[src/pkg/fse_pkg.sv]
// Shared constants, types and timing functions of the FP/vector issue timing block
package fse_pkg;

  // ----------------------------------------
  // Sizes
  // ----------------------------------------
  localparam int FSE_SLOTS = 2;
  localparam int FSE_NUM_TAGS = 16;
  localparam int FSE_TAG_W = 4;
  localparam int FSE_CNT_W = 8;
  localparam int FSE_DIVB_W = 7;
  localparam int FSE_STAT_W = 32;
  localparam int FSE_NUM_UNITS = 6;

  // ----------------------------------------
  // Latency and issue interval, in cycles
  // ----------------------------------------
  localparam logic [7:0] FSE_LAT_VALU = 8'h01;
  localparam logic [7:0] FSE_INT_VALU = 8'h01;
  localparam logic [1:0] FSE_NUM_VALU = 2'h2;
  localparam logic [7:0] FSE_LAT_VSHIFT = 8'h01;
  localparam logic [7:0] FSE_INT_VSHIFT = 8'h01;
  localparam logic [7:0] FSE_LAT_VSHUF = 8'h01;
  localparam logic [7:0] FSE_INT_VSHUF = 8'h01;
  localparam logic [7:0] FSE_LAT_FADD = 8'h05;
  localparam logic [7:0] FSE_INT_FADD = 8'h01;
  localparam logic [7:0] FSE_LAT_FADD_PD = 8'h06;
  localparam logic [7:0] FSE_INT_FADD_PD = 8'h05;
  localparam logic [7:0] FSE_LAT_VMUL128 = 8'h05;
  localparam logic [7:0] FSE_INT_VMUL128 = 8'h02;
  localparam logic [7:0] FSE_LAT_VMUL64 = 8'h04;
  localparam logic [7:0] FSE_INT_VMUL64 = 8'h01;
  localparam logic [7:0] FSE_LAT_FMUL_X87 = 8'h05;
  localparam logic [7:0] FSE_INT_FMUL_X87 = 8'h02;
  localparam logic [7:0] FSE_LAT_FMUL_SS = 8'h04;
  localparam logic [7:0] FSE_INT_FMUL_SS = 8'h01;
  localparam logic [7:0] FSE_LAT_FMUL_SD = 8'h05;
  localparam logic [7:0] FSE_INT_FMUL_SD = 8'h02;
  localparam logic [7:0] FSE_LAT_FMUL_PS = 8'h05;
  localparam logic [7:0] FSE_INT_FMUL_PS = 8'h02;
  localparam logic [7:0] FSE_LAT_FMUL_PD = 8'h09;
  localparam logic [7:0] FSE_INT_FMUL_PD = 8'h09;
  localparam logic [7:0] FSE_FP_EXTRA = 8'h02;
  localparam logic [7:0] FSE_DIV_SETUP = 8'h02;
  localparam logic [7:0] FSE_DIV_BITS_MAX = 8'h40;

  typedef enum logic [4:0] {
    FSE_OP_VALU128, FSE_OP_VALU64, FSE_OP_VSHIFT128, FSE_OP_VSHIFT64,
    FSE_OP_VSHUF128, FSE_OP_VSHUF64, FSE_OP_VMUL128, FSE_OP_VMUL64,
    FSE_OP_FADD_X87, FSE_OP_FADD_SCALAR, FSE_OP_FADD_PS, FSE_OP_FADD_PD,
    FSE_OP_FMUL_X87, FSE_OP_FMUL_SS, FSE_OP_FMUL_SD, FSE_OP_FMUL_PS,
    FSE_OP_FMUL_PD, FSE_OP_FDIV
  } fse_op_t;

  typedef enum logic [2:0] {
    FSE_U_VALU, FSE_U_VSHIFT, FSE_U_VSHUF, FSE_U_FADD, FSE_U_FMUL, FSE_U_DIV
  } fse_unit_t;

  // ----------------------------------------
  // Timing functions
  // ----------------------------------------
  function automatic fse_unit_t fse_op_unit(input fse_op_t op);
    case (op)
      FSE_OP_VALU128, FSE_OP_VALU64: fse_op_unit = FSE_U_VALU;
      FSE_OP_VSHIFT128, FSE_OP_VSHIFT64: fse_op_unit = FSE_U_VSHIFT;
      FSE_OP_VSHUF128, FSE_OP_VSHUF64: fse_op_unit = FSE_U_VSHUF;
      FSE_OP_FADD_X87, FSE_OP_FADD_SCALAR, FSE_OP_FADD_PS, FSE_OP_FADD_PD:
        fse_op_unit = FSE_U_FADD;
      FSE_OP_FDIV: fse_op_unit = FSE_U_DIV;
      default: fse_op_unit = FSE_U_FMUL;
    endcase
  endfunction : fse_op_unit

  // Radix-2: one quotient bit per cycle plus setup
  function automatic logic [7:0] fse_div_lat(input logic [6:0] bits);
    logic [7:0] b;
    b = {1'b0, bits};
    if (b == 8'h00) begin
      b = 8'h01;
    end else if (b > FSE_DIV_BITS_MAX) begin
      b = FSE_DIV_BITS_MAX;
    end
    fse_div_lat = b + FSE_DIV_SETUP;
  endfunction : fse_div_lat

  function automatic logic [7:0] fse_op_lat(input fse_op_t op, input logic [6:0] bits);
    case (op)
      FSE_OP_VALU128, FSE_OP_VALU64: fse_op_lat = FSE_LAT_VALU;
      FSE_OP_VSHIFT128, FSE_OP_VSHIFT64: fse_op_lat = FSE_LAT_VSHIFT;
      FSE_OP_VSHUF128, FSE_OP_VSHUF64: fse_op_lat = FSE_LAT_VSHUF;
      FSE_OP_VMUL128: fse_op_lat = FSE_LAT_VMUL128;
      FSE_OP_VMUL64: fse_op_lat = FSE_LAT_VMUL64;
      FSE_OP_FADD_PD: fse_op_lat = FSE_LAT_FADD_PD;
      FSE_OP_FMUL_X87: fse_op_lat = FSE_LAT_FMUL_X87;
      FSE_OP_FMUL_SS: fse_op_lat = FSE_LAT_FMUL_SS;
      FSE_OP_FMUL_SD: fse_op_lat = FSE_LAT_FMUL_SD;
      FSE_OP_FMUL_PS: fse_op_lat = FSE_LAT_FMUL_PS;
      FSE_OP_FMUL_PD: fse_op_lat = FSE_LAT_FMUL_PD;
      FSE_OP_FDIV: fse_op_lat = fse_div_lat(bits);
      default: fse_op_lat = FSE_LAT_FADD;
    endcase
  endfunction : fse_op_lat

  function automatic logic [7:0] fse_op_intv(input fse_op_t op, input logic [6:0] bits);
    case (op)
      FSE_OP_VMUL128: fse_op_intv = FSE_INT_VMUL128;
      FSE_OP_VMUL64: fse_op_intv = FSE_INT_VMUL64;
      FSE_OP_FADD_PD: fse_op_intv = FSE_INT_FADD_PD;
      FSE_OP_FMUL_X87: fse_op_intv = FSE_INT_FMUL_X87;
      FSE_OP_FMUL_SS: fse_op_intv = FSE_INT_FMUL_SS;
      FSE_OP_FMUL_SD: fse_op_intv = FSE_INT_FMUL_SD;
      FSE_OP_FMUL_PS: fse_op_intv = FSE_INT_FMUL_PS;
      FSE_OP_FMUL_PD: fse_op_intv = FSE_INT_FMUL_PD;
      FSE_OP_FDIV: fse_op_intv = fse_div_lat(bits);
      default: fse_op_intv = FSE_INT_VALU;
    endcase
  endfunction : fse_op_intv

  // Results that consumers see two cycles late
  function automatic logic fse_op_fp(input fse_op_t op);
    fse_op_fp = (op >= FSE_OP_FADD_X87);
  endfunction : fse_op_fp

  function automatic logic [1:0] fse_unit_count(input fse_unit_t u);
    fse_unit_count = (u == FSE_U_VALU) ? FSE_NUM_VALU : 2'h1;
  endfunction : fse_unit_count

endpackage : fse_pkg

[src/design/fse_div_unit.sv]
// Shared radix-2 divide occupancy tracker
`timescale 1ns/100ps
`default_nettype none

module fse_div_unit
  import fse_pkg::*;
(
  input wire logic mclk,
  input wire logic arst_n,
  input wire logic start,
  input wire logic start_thread,
  input wire logic [7:0] start_lat,
  output logic free,
  output logic owner
);

  logic [7:0] cnt;

  // ----------------------------------------
  // Occupancy countdown
  // ----------------------------------------
  always_ff @(posedge mclk or negedge arst_n) begin
    if (!arst_n) begin
      cnt <= 8'h00;
      free <= 1'b1;
    end else if (start) begin
      cnt <= start_lat - 8'h01;
      free <= (start_lat == 8'h01);
    end else if (cnt != 8'h00) begin
      cnt <= cnt - 8'h01;
      free <= (cnt == 8'h01);
    end
  end

  always_ff @(posedge mclk or negedge arst_n) begin
    if (!arst_n) begin
      owner <= 1'b0;
    end else if (start) begin
      owner <= start_thread;
    end
  end

endmodule : fse_div_unit

`default_nettype wire

[src/design/fse_exec_timing.sv]
// Issue timing, unit reservation, result scoreboard and event counts of the FP/vector cluster
`timescale 1ns/100ps
`default_nettype none


module fse_exec_timing
  import fse_pkg::*;
(
  input wire logic mclk,
  input wire logic arst_n,
  input wire logic [1:0] iss_valid,
  input wire fse_op_t iss_class0,
  input wire fse_op_t iss_class1,
  input wire logic iss_thread0,
  input wire logic iss_thread1,
  input wire logic [3:0] iss_dest0,
  input wire logic [3:0] iss_dest1,
  input wire logic [6:0] iss_div_bits0,
  input wire logic [6:0] iss_div_bits1,
  input wire logic float_assist_event,
  input wire logic float_exception_event,
  output logic [5:0] unit_free,
  output logic div_owner,
  output logic [15:0] tag_ready,
  output logic [1:0] issue_reject,
  output logic [31:0] div_op_count,
  output logic [31:0] div_busy_cycles,
  output logic [31:0] assist_count,
  output logic [31:0] exception_count
);

  // ----------------------------------------
  // Slot view and acceptance
  // ----------------------------------------
  fse_op_t cls [FSE_SLOTS];
  logic [3:0] dest [FSE_SLOTS];
  logic [6:0] dbits [FSE_SLOTS];
  logic thr [FSE_SLOTS];
  logic [1:0] acc;
  logic [4:0] ufree;
  logic div_free;
  logic div_start;
  logic div_thread;
  logic [7:0] div_lat;
  logic [4:0] u_issue;
  logic [7:0] u_intv [5];
  logic [7:0] ucnt [5];
  logic [7:0] sb_cnt [FSE_NUM_TAGS];
  logic [7:0] sb_ld [FSE_NUM_TAGS];
  logic [FSE_NUM_TAGS-1:0] sb_hit;

  assign cls[0] = iss_class0;
  assign cls[1] = iss_class1;
  assign dest[0] = iss_dest0;
  assign dest[1] = iss_dest1;
  assign dbits[0] = iss_div_bits0;
  assign dbits[1] = iss_div_bits1;
  assign thr[0] = iss_thread0;
  assign thr[1] = iss_thread1;

  always_comb begin
    logic [1:0] used [FSE_NUM_UNITS];
    fse_unit_t u;
    logic ok;
    u = FSE_U_VALU;
    ok = 1'b0;
    for (int k = 0; k < FSE_NUM_UNITS; k++) begin
      used[k] = 2'h0;
    end
    acc = 2'b00;
    u_issue = 5'h00;
    div_start = 1'b0;
    div_thread = 1'b0;
    div_lat = 8'h01;
    for (int k = 0; k < 5; k++) begin
      u_intv[k] = 8'h01;
    end
    for (int s = 0; s < FSE_SLOTS; s++) begin
      u = fse_op_unit(cls[s]);
      ok = (u == FSE_U_DIV) ? div_free : ufree[u];
      ok = ok && (used[u] < fse_unit_count(u));
      if (iss_valid[s] && ok) begin
        acc[s] = 1'b1;
        used[u] = used[u] + 2'h1;
        if (u == FSE_U_DIV) begin
          div_start = 1'b1;
          div_thread = thr[s];
          div_lat = fse_op_lat(cls[s], dbits[s]);
        end else begin
          u_issue[u] = 1'b1;
          u_intv[u] = fse_op_intv(cls[s], dbits[s]);
        end
      end
    end
  end

  // ----------------------------------------
  // Per-unit issue interval
  // ----------------------------------------
  always_ff @(posedge mclk or negedge arst_n) begin
    if (!arst_n) begin
      for (int k = 0; k < 5; k++) begin
        ucnt[k] <= 8'h00;
      end
      ufree <= 5'h1F;
    end else begin
      for (int k = 0; k < 5; k++) begin
        if (u_issue[k]) begin
          ucnt[k] <= u_intv[k] - 8'h01;
          ufree[k] <= (u_intv[k] == 8'h01);
        end else if (ucnt[k] != 8'h00) begin
          ucnt[k] <= ucnt[k] - 8'h01;
          ufree[k] <= (ucnt[k] == 8'h01);
        end
      end
    end
  end

  fse_div_unit u_div (
    .mclk(mclk),
    .arst_n(arst_n),
    .start(div_start),
    .start_thread(div_thread),
    .start_lat(div_lat),
    .free(div_free),
    .owner(div_owner)
  );

  assign unit_free = {div_free, ufree};

  // ----------------------------------------
  // Result scoreboard per destination tag
  // ----------------------------------------
  always_comb begin
    for (int t = 0; t < FSE_NUM_TAGS; t++) begin
      sb_ld[t] = 8'h00;
      sb_hit[t] = 1'b0;
      for (int s = 0; s < FSE_SLOTS; s++) begin
        if (acc[s] && dest[s] == 4'(t)) begin
          sb_hit[t] = 1'b1;
          sb_ld[t] = fse_op_lat(cls[s], dbits[s]) - 8'h01
            + (fse_op_fp(cls[s]) ? FSE_FP_EXTRA : 8'h00);
        end
      end
    end
  end

  always_ff @(posedge mclk or negedge arst_n) begin
    if (!arst_n) begin
      for (int t = 0; t < FSE_NUM_TAGS; t++) begin
        sb_cnt[t] <= 8'h00;
      end
      tag_ready <= 16'hFFFF;
    end else begin
      for (int t = 0; t < FSE_NUM_TAGS; t++) begin
        if (sb_hit[t]) begin
          sb_cnt[t] <= sb_ld[t];
          tag_ready[t] <= (sb_ld[t] == 8'h00);
        end else if (sb_cnt[t] != 8'h00) begin
          sb_cnt[t] <= sb_cnt[t] - 8'h01;
          tag_ready[t] <= (sb_cnt[t] == 8'h01);
        end
      end
    end
  end

  always_ff @(posedge mclk or negedge arst_n) begin
    if (!arst_n) begin
      issue_reject <= 2'b00;
    end else begin
      issue_reject <= iss_valid & ~acc;
    end
  end

  // ----------------------------------------
  // Event counts
  // ----------------------------------------
  always_ff @(posedge mclk or negedge arst_n) begin
    if (!arst_n) begin
      div_op_count <= 32'h0000_0000;
      div_busy_cycles <= 32'h0000_0000;
    end else begin
      if (div_start) begin
        div_op_count <= div_op_count + 32'h0000_0001;
      end
      if (div_start || !div_free) begin
        div_busy_cycles <= div_busy_cycles + 32'h0000_0001;
      end
    end
  end

  always_ff @(posedge mclk or negedge arst_n) begin
    if (!arst_n) begin
      assist_count <= 32'h0000_0000;
      exception_count <= 32'h0000_0000;
    end else begin
      if (float_assist_event) begin
        assist_count <= assist_count + 32'h0000_0001;
      end
      if (float_exception_event) begin
        exception_count <= exception_count + 32'h0000_0001;
      end
    end
  end

  // ----------------------------------------
  // Checks
  // ----------------------------------------
  property p_valu_dual;
    @(posedge mclk) disable iff (!arst_n)
    (iss_valid == 2'b11 && fse_op_unit(iss_class0) == FSE_U_VALU
      && fse_op_unit(iss_class1) == FSE_U_VALU) |=> issue_reject == 2'b00;
  endproperty
  a_valu_dual: assert property (p_valu_dual) else $error("two vector ALU ops refused");

  property p_fadd_lat;
    @(posedge mclk) disable iff (!arst_n)
    (acc[0] && iss_class0 == FSE_OP_FADD_PS && !(acc[1] && iss_dest1 == iss_dest0))
      |=> sb_cnt[$past(iss_dest0)] == 8'h06;
  endproperty
  a_fadd_lat: assert property (p_fadd_lat) else $error("fp add hold wrong");

  property p_faddpd_intv;
    @(posedge mclk) disable iff (!arst_n)
    (acc[0] && iss_class0 == FSE_OP_FADD_PD) |=> !unit_free[FSE_U_FADD] [*4] ##1
      unit_free[FSE_U_FADD];
  endproperty
  a_faddpd_intv: assert property (p_faddpd_intv) else $error("packed add interval wrong");

  property p_fmulpd_intv;
    @(posedge mclk) disable iff (!arst_n)
    (acc[0] && iss_class0 == FSE_OP_FMUL_PD) |=> !unit_free[FSE_U_FMUL] [*8] ##1
      unit_free[FSE_U_FMUL];
  endproperty
  a_fmulpd_intv: assert property (p_fmulpd_intv) else $error("packed mul interval wrong");

  property p_vmul_lat;
    @(posedge mclk) disable iff (!arst_n)
    (acc[0] && iss_class0 == FSE_OP_VMUL128 && !(acc[1] && iss_dest1 == iss_dest0))
      |=> sb_cnt[$past(iss_dest0)] == 8'h04 && !unit_free[FSE_U_FMUL] ##1 unit_free[FSE_U_FMUL];
  endproperty
  a_vmul_lat: assert property (p_vmul_lat) else $error("vector mul timing wrong");

  property p_div_lat;
    @(posedge mclk) disable iff (!arst_n)
    (acc[0] && iss_class0 == FSE_OP_FDIV && !(acc[1] && iss_dest1 == iss_dest0))
      |=> sb_cnt[$past(iss_dest0)] == fse_div_lat($past(iss_div_bits0)) + 8'h01;
  endproperty
  a_div_lat: assert property (p_div_lat) else $error("divide hold wrong");

  property p_div_share;
    @(posedge mclk) disable iff (!arst_n)
    (!div_free && iss_valid[0] && iss_class0 == FSE_OP_FDIV) |=> issue_reject[0];
  endproperty
  a_div_share: assert property (p_div_share) else $error("busy divider took an op");

  property p_div_count;
    @(posedge mclk) disable iff (!arst_n)
    div_start |=> div_op_count == $past(div_op_count) + 32'h0000_0001;
  endproperty
  a_div_count: assert property (p_div_count) else $error("divide count missed");

  property p_busy_count;
    @(posedge mclk) disable iff (!arst_n)
    !div_free |=> div_busy_cycles == $past(div_busy_cycles) + 32'h0000_0001;
  endproperty
  a_busy_count: assert property (p_busy_count) else $error("busy cycle count missed");

  property p_assist_count;
    @(posedge mclk) disable iff (!arst_n)
    float_assist_event |=> assist_count == $past(assist_count) + 32'h0000_0001;
  endproperty
  a_assist_count: assert property (p_assist_count) else $error("assist count missed");

  property p_unit_block;
    @(posedge mclk) disable iff (!arst_n)
    (!unit_free[FSE_U_FMUL] && iss_valid[0] && fse_op_unit(iss_class0) == FSE_U_FMUL)
      |=> issue_reject[0];
  endproperty
  a_unit_block: assert property (p_unit_block) else $error("busy multiplier took an op");

endmodule : fse_exec_timing

`default_nettype wire

[config.mk]
export PLATFORM = sky130hd
export DESIGN_NAME = fse_exec_timing
export DESIGN_NICKNAME = d
export VERILOG_FILES = /design/src/pkg/fse_pkg.sv /design/src/design/fse_div_unit.sv /design/src/design/fse_exec_timing.sv
export SDC_FILE = /design/constraint.sdc
export NUM_CORES = 1
export LEC_CHECK = 0
export BUFFER_PORTS_ARGS = -buffer_cell sky130_fd_sc_hd__buf_2
export CORE_ASPECT_RATIO = 0.75
export CORE_UTILIZATION = 50
export CTS_CLUSTER_DIAMETER = 50
export DETAILED_ROUTE_END_ITERATION = 6
export PLACE_DENSITY = 0.79
export REMOVE_ABC_BUFFERS = 1
export SYNTH_ARGS = -nofsm -noshare
export SYNTH_HDL_FRONTEND = slang
export SYNTH_HIERARCHICAL = 1
export SYNTH_SLANG_ARGS = --single-unit
[constraint.sdc]
create_clock -name mclk -period 10 [get_ports mclk]
set_input_delay 1 -clock mclk [delete_from_list [all_inputs] [get_ports mclk]]
set_output_delay 1 -clock mclk [all_outputs]
set_load 0.03 [all_outputs]
---- Word level (Yosys, flattened, before mapping) ----
Memories as Yosys holds them, arrays and structs flattened.
Index checks and enable logic that the tools add are counted.
word-level totals
  memories ................................ 3
  output and inout bits ................... 153
  register bits after elaboration ......... 329
  input port bits ......................... 40
  ROM bits ................................ 208
memory list
  name             words  bits a word  read ports  clocked after memory_dff  write ports  line                   RTL
  (no name shown)  32     3            1           0                         0            fse_pkg.sv:63          case (op)
  (no name shown)  32     3            1           0                         0            fse_pkg.sv:63
  (no name shown)  8      2            1           0                         0            fse_exec_timing.sv:84  used[u] = used[u] + 2'h1;
operators by class
  bitwise operators ....................... 9
  mux-type cells .......................... 319
  equal/unequal tests ..................... 88
  order comparisons ....................... 14
  reduce and logical (&&, ||, !) cells .... 116
  $add $sub $neg .......................... 133
operators by type and width
  cell                                                                number
  8-bit one-hot mux with 5 select lines                               34
  8-bit two-way mux                                                   161
  8-bit by 1-bit subtractor with 8-bit output, second input constant  60
  8-bit by 2-bit adder with 8-bit output, second input constant       36
  8-bit adder                                                         30
  8-bit by 1-bit == test with 1-bit output, second input constant     28
  8-bit nonzero test                                                  22
  40-bit two-way mux                                                  4
  32-bit by 1-bit adder with 32-bit output, second input constant     4
  8-bit zero test                                                     16
  1-bit two-way mux                                                   92
  4-bit == test, second input constant                                16
  8-bit one-hot mux with 4 select lines                               2
  5-bit by 4-bit == test with 1-bit output, second input constant     10
  8-bit demux with 3-bit select                                       2
  2-bit nonzero test                                                  22
  40-bit bitwise mux                                                  1
  5-bit by 3-bit == test with 1-bit output, second input constant     8
  1-bit logical AND                                                   40
  35-bit bitwise AND                                                  1
  4-bit by 3-bit == test with 1-bit output, second input constant     8
  7-bit two-way mux                                                   3
  5-bit by 2-bit == test with 1-bit output, second input constant     4
  5-bit == test, second input constant                                4
  35 further kinds                                                    71

---- Longest topological paths before layout ----
Gate-level depths: netlist of run 1.
An unclocked memory read counts as a cell.
  depth after elaboration ................. 26
  gate-level depth with buffers ........... 20

---- Modules after synthesis ----
Netlist of run 1, hierarchy kept.
modules (own cells, without submodules)
  module           sequential area each (um2)  times used  cells an instance  area each (um2)
  fse_exec_timing  8008.9                      1           2151               19999.2
  fse_div_unit     251.5                       1           76                 730.7

---- Least setup slack after synthesis of run 1 ----
Ideal clock, no wire load.
  path kind ............................... in2reg
  start point ............................. in iss_class1[3]
  end point ............................... reg tag_ready[1]
  setup time .............................. 75 ps
  slack ................................... 5484 ps
  stages on the path ...................... 19
  path buffers ............................ 4
  data required time ...................... 9925 ps
  data arrival time ....................... 4441 ps
  cell sequence ........................... buf_2 or3b_1 nor2_2 o21ai_0 o31a_1 clkbuf_1 clkbuf_1 ha_1 inv_1 fa_1 inv_1 a21o_1 a21oi_1 o21bai_1 a21oi_1 xor2_1 nand4_1 clkbuf_1 mux2i_1
on the way
  cells in the longest elaborated chain, start to end .. 13
ends and longest elaborated chain
  item                                                                                  line                    RTL
  start, declared                                                                       fse_exec_timing.sv:13   input wire fse_op_t iss_class1,
  branches (longest 13 deep; another with 8-bit by 1-bit subtractor with 8-bit output)  -
  end signal, assigned by index                                                         fse_exec_timing.sv:158  tag_ready[t] <= (sb_ld[t] == 8'h00);
  end signal, assigned by index                                                         fse_exec_timing.sv:161  tag_ready[t] <= (sb_cnt[t] == 8'h01);
  end, declared                                                                         fse_exec_timing.sv:24   output logic [15:0] tag_ready,
Parallel ways; which one is timed is not known. The select of a mux whose other input is x is not followed.
A chain may end at the register's enable or synchronous reset.

---- Worst setup path in the final report of run 1 ----
  start point ............................. in iss_class1[4]
  end point ............................... reg tag_ready[6]
Same word-level chain as after synthesis.

==> metrics, run 1 <==
result of the run=finished clean; Core Area=40,800 µm²; post-synthesis area per instance=9.31 µm²; cell count after synthesis=2,227; highest cell delay on the worst timing path=0.99 ns; top routing layer used=met4; Setup WS post-layout=4.59 ns; number of gates given a new drive strength after cts=0; worst-path cell with the longest stage delay=sky130_fd_sc_hd__nand4_1; actual slew at the worst max-slew pin=1.23 ns; critical path cell sequence=buf_2 > or3b_1 > nor2_2 > o21ai_0 > o31a_1 > buf_4 > ha_1 > inv_1 > fa_1 > inv_1 > a21o_1 > a21oi_1 > xnor2_1 > buf_4 > nand2_1 > nor4bb_1 > nand4_1 > mux2i_1; Area growth, synth to finish=12.9%; upper clock frequency limit=0.185 GHz; worst path buffer plus inverter count=5; peak ir drop on the vdd network=170 µV; violation count after the first detailed-routing iteration=1,790; yosys warns=6; Arrival @ worst endpoint=5.83 ns; kind of cell adding the most delay to the critical path=simple AND/OR/NAND/NOR gates; fill cell total of the finished layout=3,435; Worst Clk Skew=0.0236 ns; count of flip-flops with a built-in enable after synthesis=0; hold_sp=exception_count[31]$_DFFE_PN0P_; Max transition margin=0.175; largest net degree at the start of global routing=108; top post-synthesis cells by count=sky130_fd_sc_hd__dfrtp_1 (307), sky130_fd_sc_hd__nor2_1 (200), sky130_fd_sc_hd__nand2_1 (162), sky130_fd_sc_hd__xnor2_1 (140), sky130_fd_sc_hd__mux2i_1 (121); DIE HEIGHT=178 µm; Total Routed Length=55,700 µm; Worst Setup End Kind=flop; Hold Violations, Final=0; netlist area before placement=20,700 µm²; Pre-antenna DRT Iters=6; die boundary width=237 µm; post-synthesis sequential area ratio=0.398; total number of vias=17,800; detailed-routed wire length on met2=25,100 µm; Setup crit start=iss_class1[4]; first-pass GRT wire length=87,100 µm; drt via density=6.03; Async S/R FF share, synth=1.00; setup slack after placement=4.15 ns; sum of negative setup slack=0 ns; fin nets=2,514; global route overflow=0; CP Class=primary input to flop; Setup Fix Bufs, Post-CTS=0; I/O pin count=193; Leak Pwr=10.7 nW; effective utilization at floorplan=0.508; max-slew violation total from the final report=0; source of the worst register-to-register timing path=ufree[2]$_DFFE_PN1P_; fraction of final layout cells with drive strength greater than 1=0.151; crit path time final=5.41 ns; final core utilization=0.573; top area cells in the synthesized netlist=sky130_fd_sc_hd__dfrtp_1 (37%), sky130_fd_sc_hd__xnor2_1 (5.9%), sky130_fd_sc_hd__mux2i_1 (5.8%); Routability Congestion=0.920; Reg clk slew, reported paths=0.06 ns; Hold-fix buffers, CTS=0; number of remaining DRC errors=0; post-synthesis cell type count=99; Clock Root Buffer=sky130_fd_sc_hd__clkbuf_16; launching element type of the critical path=primary input; Setup-failing EPs final=0; total number of clock tree sinks=329; routed metal-1 wire length=24,700 µm; highest net fanout along the worst path=19; most instantiated library cell after synthesis=sky130_fd_sc_hd__dfrtp_1; most area-hungry cell type in the Yosys netlist=sky130_fd_sc_hd__dfrtp_1; average wire per cell in the routed design=18.8 µm; antenna viol nets, final=0; all-layer global routing usage=0.255; total clock buffers created by CTS=38; number of input and output port buffers inserted=192; TritonCTS clock tree=done; register bit count reported by yosys=329; max_cap viols=0; fin crit share=0.541; Max Buffers Root-to-Sink=3; Worst-Skew Late Latency=0.54 ns; row count=64; number of global-route vias before repair=16,500; path type of the worst min-delay path=flop to flop; area share of the largest cell type after synthesis=0.371; full die area=42,300 µm²; required time of the critical path=10.43 ns; P per Cell Area=253 nW/µm²; setup repair after global routing missed its margin=false; flip-flop cell with the highest count after synthesis=sky130_fd_sc_hd__dfrtp_1; total number of H-tree levels=2; number of antenna violations at the first check in global routing=1; Detailed Place HPWL=37,700 µm; met3 wire length=4140 µm
[stage by stage]
step                      hold slack (ns)  instances  power (W)  cell area, µm²
final                               0.470       2956    0.00592           23400
after detailed placement            0.458       2886    0.00444           22100
after floorplan                     0.502       2143    0.00386           20300
after CTS                           0.474       2955    0.00590           23400
after global routing                0.505       2956    0.00630           23400
after global placement              0.454       2886    0.00432           22100
[routing by layer]
layer	vias up	GRT usage
met3	128	0.0449
li1	8275	-
met4	0	0.0849
met5	-	0
met2	735	0.398
met1	8673	0.359
[placed cells by master (no fill, tap or decap), types with 37 or more instances in the layout]
cell type                   count
sky130_fd_sc_hd__nor3_1        99
sky130_fd_sc_hd__nor4_1        53
sky130_fd_sc_hd__o21ai_0      119
sky130_fd_sc_hd__nand3_1       75
sky130_fd_sc_hd__xnor2_1      139
sky130_fd_sc_hd__xor2_1       118
sky130_fd_sc_hd__buf_2        191
sky130_fd_sc_hd__and3_1        37
sky130_fd_sc_hd__nor2_1       199
sky130_fd_sc_hd__inv_1         84
sky130_fd_sc_hd__nand4_1       39
sky130_fd_sc_hd__nand2_1      162
sky130_fd_sc_hd__clkbuf_16     41
sky130_fd_sc_hd__a21oi_1      107
sky130_fd_sc_hd__mux2i_1      121
sky130_fd_sc_hd__ha_1          74
sky130_fd_sc_hd__dfrtp_1      307
[cell type report]
| class | count | area (µm²) | area share |
|---|---|---|---|
| inverter | 84 | 315 | 0.0135 |
| clock buffer | 58 | 1160 | 0.0496 |
| clock inverter | 11 | 124 | 0.00529 |
| timing repair buffer | 215 | 1140 | 0.0489 |
| tap | 528 | 661 | 0.0282 |
| antenna | 1 | 2.50 | 0.000107 |
| sequential | 329 | 8260 | 0.353 |
| multi-input combinational | 1730 | 11700 | 0.501 |
[sequential cells by signal, indices dropped and copies added (netlist names)]
signal / flops
sb_cnt: 128
ucnt: 40
assist_count: 32
div_busy_cycles: 32
div_op_count: 32
exception_count: 32
tag_ready: 16
u_div/cnt: 8
ufree: 5
issue_reject: 2
u_div/free: 1
u_div/owner: 1
[power breakdown]
group | switching (W) | internal, W
clock network | 0.000570 | 0.000855
registers | 0.000464 | 0.00178
logic | 0.00126 | 0.000991
total | 0.00229 | 0.00362
[logic make-up (layout without fill, tap and decap cells)]
| family | after synthesis | after routing | share of synthesized area |
|---|---|---|---|
| multiplexers | 146 | 146 | 0.0725 |
| adder cells (fa/ha/maj) | 78 | 78 | 0.0476 |
| other | 2 | 19 | 0.000362 |
| flip-flops | 329 | 329 | 0.398 |
| AO/OA/AOI/OAI | 391 | 391 | 0.118 |
| buffers and inverters | 184 | 368 | 0.0391 |
| XOR/XNOR | 258 | 258 | 0.109 |
| AND/OR/NAND/NOR | 839 | 839 | 0.215 |
[final timing paths]
kind	endpoint	slack, ns	cells past startpoint
setup / recovery	tag_ready[6]$_DFFE_PN1P_	4.59	18
hold / removal	exception_count[31]$_DFFE_PN0P_	0.47	1
setup reg to reg	u_div/cnt[0]$_DFFE_PN0P_	5.93	11
hold reg to reg	exception_count[31]$_DFFE_PN0P_	0.47	1
max in group asynchronous	div_op_count[11]$_DFFE_PN0P_	7.12	3
min in group asynchronous	div_busy_cycles[17]$_DFFE_PN0P_	0.50	1
[worst register-to-register path, stage by stage (launching register included)]
cell                       delay, ns
sky130_fd_sc_hd__dfstp_2        0.60
sky130_fd_sc_hd__nor2_1         0.08
sky130_fd_sc_hd__o311ai_1       0.30
sky130_fd_sc_hd__nand4b_1       0.32
sky130_fd_sc_hd__a211o_1        0.38
sky130_fd_sc_hd__a32o_2         0.44
sky130_fd_sc_hd__a21oi_2        0.21
sky130_fd_sc_hd__buf_4          0.36
sky130_fd_sc_hd__inv_1          0.39
sky130_fd_sc_hd__nor4_4         0.40
sky130_fd_sc_hd__and2_2         0.31
sky130_fd_sc_hd__mux2i_1        0.22
No activity file was read; power rests on OpenSTA's default activity.
==> inputs of run 2 (changes only) <==
==> constraint.sdc (replaced) <==
create_clock -name mclk -period 5.1 [get_ports mclk]
set_input_delay 0.51 -clock mclk [delete_from_list [all_inputs] [get_ports mclk]]
set_output_delay 0.51 -clock mclk [all_outputs]
set_load 0.03 [all_outputs]
==> run 2 against run 1 <==
- the flow now finishes with violations (negative hold slack)
- setup slack worse by 3.4 ns
- critical path type unchanged
- utilization is 0.29 points higher
- register-to-register slack worse by 4.7 ns
- via count is 0.76% higher
==> metrics, run 2 (synthesis results as in run 1) <==
die boundary width=237 µm (unchanged); Arrival @ worst endpoint=4.32 ns (-1.51 ns); switching share of power=0.385 (-0.00277); highest net fanout along the worst path=19 (unchanged); Area growth, synth to finish=13.4%; Worst Clk Skew=0.0212 ns (-0.00242 ns); final-layout worst hold slack=-0.0525 ns (-0.522 ns); violation count after the first detailed-routing iteration=1,701 (-5.0%); Detailed Place HPWL=37,900 µm (+0.69%); sum of negative setup slack=0 ns (unchanged); highest cell delay on the worst timing path=0.44 ns (-0.55 ns); worst-path cell with the longest stage delay=sky130_fd_sc_hd__or3b_1; Routability Congestion=0.950 (+3.3%); Setup-failing EPs final=0 (unchanged); max-slew violation total from the final report=0 (unchanged); Pre-antenna DRT Iters=6 (unchanged); flop2flop setup slack=1.25 ns (-4.68 ns); CP Class=primary input to flop; share of power burned in combinational logic=0.377 (-0.004); Worst Setup End Kind=flop; Worst-Skew Late Latency=0.54 ns (about the same); launching element type of the critical path=primary input; number of global-route vias before repair=17,100 (+3.7%); CP endpoint=tag_ready[0]$_DFFE_PN1P_; Core Area=40,800 µm² (unchanged); final standard cell count with taps included and fillers excluded=2,966 (+0.34%); number of remaining DRC errors=0 (unchanged); crit path time final=3.89 ns; Setup Fix Bufs, Post-CTS=0 (unchanged); failing checks=negative hold slack; total number of clock tree sinks=329 (unchanged); largest net degree at the start of global routing=104 (-3.7%); I/O pin count=193 (unchanged); DIE HEIGHT=178 µm (unchanged); total number of vias=17,900 (+0.76%); fin nets=2,520 (+0.24%); post-placement cell count=2,892 (+0.21%); worst path buffer plus inverter count=6 (+1); effective utilization at floorplan=0.508 (unchanged); Total Routed Length=56,200 µm (+0.86%); required time of the critical path=5.54 ns (-4.89 ns); largest reg by FF count=sb_cnt; number of antenna violations at the first check in global routing=10 (+9); Clk network pwr share=0.247 (+0.006); number of input and output port buffers inserted=192 (unchanged); cell count along the critical path=19 (+1); path type of the worst min-delay path=primary input to asynchronous set/reset pin; sequential cell fraction of total power=0.375 (-0.004); upper clock frequency limit=0.257 GHz; total clock buffers created by CTS=38 (unchanged); capture point of the worst reg-to-reg path=u_div/cnt[6]$_DFFE_PN0P_; fraction of final layout cells with drive strength greater than 1=0.155 (+0.00380); average wire per cell in the routed design=18.9 µm (+0.52%); most common library cell in the layout ignoring fill and taps=sky130_fd_sc_hd__dfrtp_1; drt via density=6.05 (+0.42%); worst reg-to-reg path cell count=14 (+3); P per Cell Area=498 nW/µm² (+97%); cell mode on critical path=sky130_fd_sc_hd__buf_4; fin crit share=0.762; critical path cell sequence=buf_2 > or3b_1 > nor2_2 > o21ai_0 > o31a_1 > buf_4 > ha_1 > inv_1 > fa_1 > inv_1 > a21o_1 > a21oi_1 > o21bai_1 > a21oi_1 > xor2_1 > buf_4 > nand4_1 > buf_4 > mux2i_1; Reg clk slew, reported paths=0.06 ns (about the same); Power Total=0.0117 W (+98%); Hold Violations, Final=11 (+11); Hold-fix buffers, CTS=0 (unchanged); first-pass GRT wire length=89,300 µm (+2.5%); number of gates given a new drive strength after cts=0 (unchanged); Setup crit start=iss_class1[4]; source of the worst register-to-register timing path=ufree[0]$_DFFE_PN1P_; Leak Pwr=10.7 nW (+0.60%); Max Buffers Root-to-Sink=3 (unchanged); design internal power=0.00720 W (+99%); switching power of the nets=0.00451 W (+96%); max_cap viols=0 (unchanged); all-layer global routing usage=0.262 (+0.00649); actual slew at the worst max-slew pin=1.11 ns (-0.123 ns); Clock Root Buffer=sky130_fd_sc_hd__clkbuf_16; largest registers in the final layout=sb_cnt x128, ucnt x40; highest-count cells in the layout ignoring fill and taps=sky130_fd_sc_hd__dfrtp_1 (307), sky130_fd_sc_hd__nor2_1 (200), sky130_fd_sc_hd__buf_2 (191); kind of cell adding the most delay to the critical path=buffers and inverters; full die area=42,300 µm² (unchanged); Max transition margin=0.260 (+0.0848); setup repair after global routing missed its margin=false; antenna viol nets, final=0 (unchanged); peak ir drop on the vdd network=295 µV (+74%); row count=64 (unchanged); result of the run=finished with violations; TritonCTS clock tree=done; flip-flop count of the largest register after layout=128 (unchanged); global route overflow=0 (unchanged); total number of H-tree levels=2 (unchanged)
[run 2: changes by cell type in the layout (fill, tap and decap cells not counted), sizes merged]
cell / delta
clkbuf: -7
buf: +6
diode: +5
bufinv: +3
inv: +3
[run 2: layout make-up]
type	count	area, µm²
clock buffers	51	1090
repair buffers	221	1200
diodes	6	15.0
inverters	84	315
clock inverters	17	246
multi-input cells	1730	11700
flip-flops and latches	329	8260
fillers	3421	17300
well taps	528	661
[run 2: through the flow]
step                 util  setup slack (ns)  hold WS, ns  cell area, µm²
floorplan               -             0.881        0.214           20300
global placement    0.543             0.858        0.454           22200
detailed placement  0.543             0.754        0.462           22200
CTS                 0.575              1.30       0.0119           23500
global route        0.576             0.927       0.0497           23500
finish              0.576              1.21      -0.0525           23500
[run 2: power by group through the flow]
stage / Sequential (W) / Combinational (W) / Clock, W
2_1_floorplan: 0.00442 / 0.00314 / 0
3_3_place_gp: 0.00434 / 0.00412 / 0
3_5_place_dp: 0.00438 / 0.00435 / 0
4_1_cts: 0.00436 / 0.00439 / 0.00294
5_1_grt: 0.00450 / 0.00496 / 0.00304
6_report: 0.00439 / 0.00442 / 0.00290
[run 2: metal layers]
layer	GRT usage	vias to the layer above	part of all wire
li1	-	8292	-
met1	0.350	8723	0.42
met2	0.414	757	0.45
met3	0.0551	168	0.083
met4	0.109	6	0.038
met5	0	-	0.00057
[run 2: worst min-delay path by stage]
stage	startpoint	endpoint	slack (ns)	cells after the start
global placement	exception_count[31]$_DFFE_PN0P_	exception_count[31]$_DFFE_PN0P_	0.45	1
detailed placement	assist_count[31]$_DFFE_PN0P_	assist_count[31]$_DFFE_PN0P_	0.46	1
finish	arst_n	div_busy_cycles[17]$_DFFE_PN0P_	-0.05	1
floorplan	arst_n	assist_count[0]$_DFFE_PN0P_	0.21	0
CTS	arst_n	div_busy_cycles[19]$_DFFE_PN0P_	0.01	1
global route	arst_n	div_busy_cycles[19]$_DFFE_PN0P_	0.05	1
==> inputs of run 3 (changes only) <==
==> constraint.sdc (replaced) <==
create_clock -name mclk -period 3.9 [get_ports mclk]
set_input_delay 0.39 -clock mclk [delete_from_list [all_inputs] [get_ports mclk]]
set_output_delay 0.39 -clock mclk [all_outputs]
set_load 0.03 [all_outputs]
==> run 3 against run 2 <==
- the flow now finishes without violations
- via count grew 0.62%
- hold slack gained 0.17 ns
- final cell count grew 1.6%
- utilization grew 1.0 points
- clock-buffer cell count grew 2
- sequential power grew 31%
- total power grew 32%
- die area is the same
- routed wire length grew 3.3%
- critical path type unchanged
- critical endpoint is now tag_ready[5]$_DFFE_PN1P_
- largest power group unchanged
==> metrics, run 3 (synthesis results as in run 1) <==
number of input and output port buffers inserted=192 (unchanged); Pre-antenna DRT Iters=6 (unchanged); required time of the critical path=4.35 ns (-1.19 ns); antenna viol nets, final=0 (unchanged); Clock Root Buffer=sky130_fd_sc_hd__clkbuf_16; Reg clk slew, reported paths=0.06 ns (about the same); number of remaining DRC errors=0 (unchanged); Arrival @ worst endpoint=3.95 ns (-0.37 ns); result of the run=finished clean; fill cell total of the finished layout=3,408 (-0.38%); I/O pin count=193 (unchanged); area of all placed cells without fillers=23,900 µm² (+1.7%); total clock buffers created by CTS=40 (+5.3%); post-placement cell count=2,935 (+1.5%); total number of clock tree sinks=329 (unchanged); Worst-Skew Late Latency=0.55 ns (about the same); largest net degree at the start of global routing=106 (+1.9%); Worst Clk Skew=0.0209 ns (-0.000308 ns); CP Class=primary input to flop; most common library cell in the layout ignoring fill and taps=sky130_fd_sc_hd__dfrtp_1; full die area=42,300 µm² (unchanged); final-layout worst hold slack=0.116 ns (+0.168 ns); total number of vias=18,100 (+0.62%); Setup-failing EPs final=0 (unchanged); largest reg by FF count=sb_cnt; crit path time final=3.50 ns; Total Routed Length=58,000 µm (+3.3%); Max transition margin=0.242 (-0.0178); highest-count cells in the layout ignoring fill and taps=sky130_fd_sc_hd__dfrtp_1 (307), sky130_fd_sc_hd__nor2_1 (200), sky130_fd_sc_hd__buf_2 (191); P per Cell Area=646 nW/µm² (+30%); flip-flop count of the largest register after layout=128 (unchanged); effective utilization at floorplan=0.508 (unchanged); Max Buffers Root-to-Sink=3 (unchanged); highest cell delay on the worst timing path=0.47 ns (+0.03 ns); path type of the worst min-delay path=primary input to flop; all-layer global routing usage=0.270 (+0.00848); largest registers in the final layout=sb_cnt x128, ucnt x40; Area growth, synth to finish=15.4%; upper clock frequency limit=0.286 GHz; launching element type of the critical path=primary input; number of global-route vias before repair=17,700 (+3.3%); fin nets=2,566 (+1.8%); peak ir drop on the vdd network=398 µV (+35%); Core Area=40,800 µm² (unchanged); sum of negative setup slack=0 ns (unchanged); row count=64 (unchanged); DIE HEIGHT=178 µm (unchanged); critical path cell sequence=buf_2 > or3b_1 > o22ai_1 > nand3_1 > ha_1 > inv_1 > ha_1 > inv_1 > fa_1 > nor4b_1 > a2bb2oi_1 > a2111o_1 > nor4_4 > buf_12 > mux2i_1 > mux2i_1; Routability Congestion=0.897 (-5.6%); global route overflow=0 (unchanged); max_cap viols=0 (unchanged); setup repair after global routing missed its margin=false; drt via density=6.00 (-0.91%); worst-path cell with the longest stage delay=sky130_fd_sc_hd__a2111o_1; first-pass GRT wire length=92,400 µm (+3.4%); Worst Setup End Kind=flop; average wire per cell in the routed design=19.3 µm (+1.8%); Leak Pwr=11.0 nW (+2.3%); violation count after the first detailed-routing iteration=1,597 (-6.1%); final standard cell count with taps included and fillers excluded=3,012 (+1.6%); fin crit share=0.898; number of gates given a new drive strength after cts=0 (unchanged); actual slew at the worst max-slew pin=1.13 ns (+0.0225 ns); total cell area at the placement stage=22,600 µm² (+1.7%); Detailed Place HPWL=39,400 µm (+3.9%); die boundary width=237 µm (unchanged); number of antenna violations at the first check in global routing=2 (-8); fraction of final layout cells with drive strength greater than 1=0.170 (+0.0158); total number of H-tree levels=2 (unchanged); highest net fanout along the worst path=16 (-3); Hold Violations, Final=0 (-11); max-slew violation total from the final report=0 (unchanged); TritonCTS clock tree=done
## run 3: cell count changes in the layout (fill, tap and decap cells not counted), sizes merged
| cell | change |
|---|---|
| dlygate4sd3 | +1 |
| clkinv | +5 |
| buf | +43 |
| inv | +1 |
| bufinv | -2 |
| clkbuf | +2 |
| diode | -4 |
## run 3: metrics by stage
stage	total power, W	worst slack, ns	utilization
floorplan	0.00989	-0.199	-
global placement	0.0111	0.0839	0.552
detailed placement	0.0115	-0.0340	0.552
CTS	0.0154	0.463	0.586
global route	0.0165	0.132	0.586
finish	0.0155	0.398	0.586
## run 3: cell type report
type / count / area (µm²) / area share
clock buffer: 53 / 1130 / 0.0473
timing repair buffer: 265 / 1600 / 0.0667
multi-input combinational: 1730 / 11700 / 0.490
clock inverter: 21 / 229 / 0.00957
tap: 528 / 661 / 0.0276
inverter: 84 / 315 / 0.0132
antenna: 2 / 5.00 / 0.000209
sequential: 329 / 8260 / 0.345
## run 3: power breakdown
| part | switching [W] | leakage (nW) | total [W] | internal (W) |
|---|---|---|---|---|
| registers | 0.00121 | 4.05 | 0.00577 | 0.00456 |
| logic | 0.00327 | 6.28 | 0.00586 | 0.00259 |
| clock network | 0.00156 | 0.666 | 0.00383 | 0.00227 |
## run 3: what timing repair did
| action | CTS | global route |
|---|---|---|
| endpoints found under the hold margin | 95 | 0 |
| buffers inserted | 0 | 0 |
| setup endpoints to repair | 0 | 0 |
| hold buffers | 1 | 0 |
## run 3: worst paths after layout
path | from | to | slack, ns | depth (start not counted)
setup reg to reg | ufree[0]$_DFFE_PN1P_ | sb_cnt[64]$_DFFE_PN0P_ | 0.54 | 8
setup / recovery | iss_class0[1] | tag_ready[5]$_DFFE_PN1P_ | 0.40 | 16
hold reg to reg | div_op_count[31]$_DFFE_PN0P_ | div_op_count[31]$_DFFE_PN0P_ | 0.47 | 1
min in group asynchronous | arst_n | div_busy_cycles[17]$_DFFE_PN0P_ | 0.46 | 2
max in group asynchronous | arst_n | div_op_count[18]$_DFFE_PN0P_ | 2.45 | 3
hold / removal | iss_valid[0] | issue_reject[0]$_DFF_PN0_ | 0.12 | 2
## run 3: critical path: cells and delay by family
family,cells,cell delay [ns]
and+or+nand+nor,4,1.17
adders and majority gates,3,0.91
AOI/OAI and AO/OA,3,0.81
buffers and inverters,4,0.41
muxes,2,0.26
## run 3: per-layer routing
metal / part of all wire / up-vias / global-route usage / wire [µm]
met1: 0.43 / 8828 / 0.360 / 25200
met3: 0.065 / 148 / 0.0475 / 3750
li1: - / 8389 / - / -
met2: 0.47 / 693 / 0.442 / 27300
met5: 0 / - / 0.00117 / 0
met4: 0.032 / 0 / 0.0973 / 1830
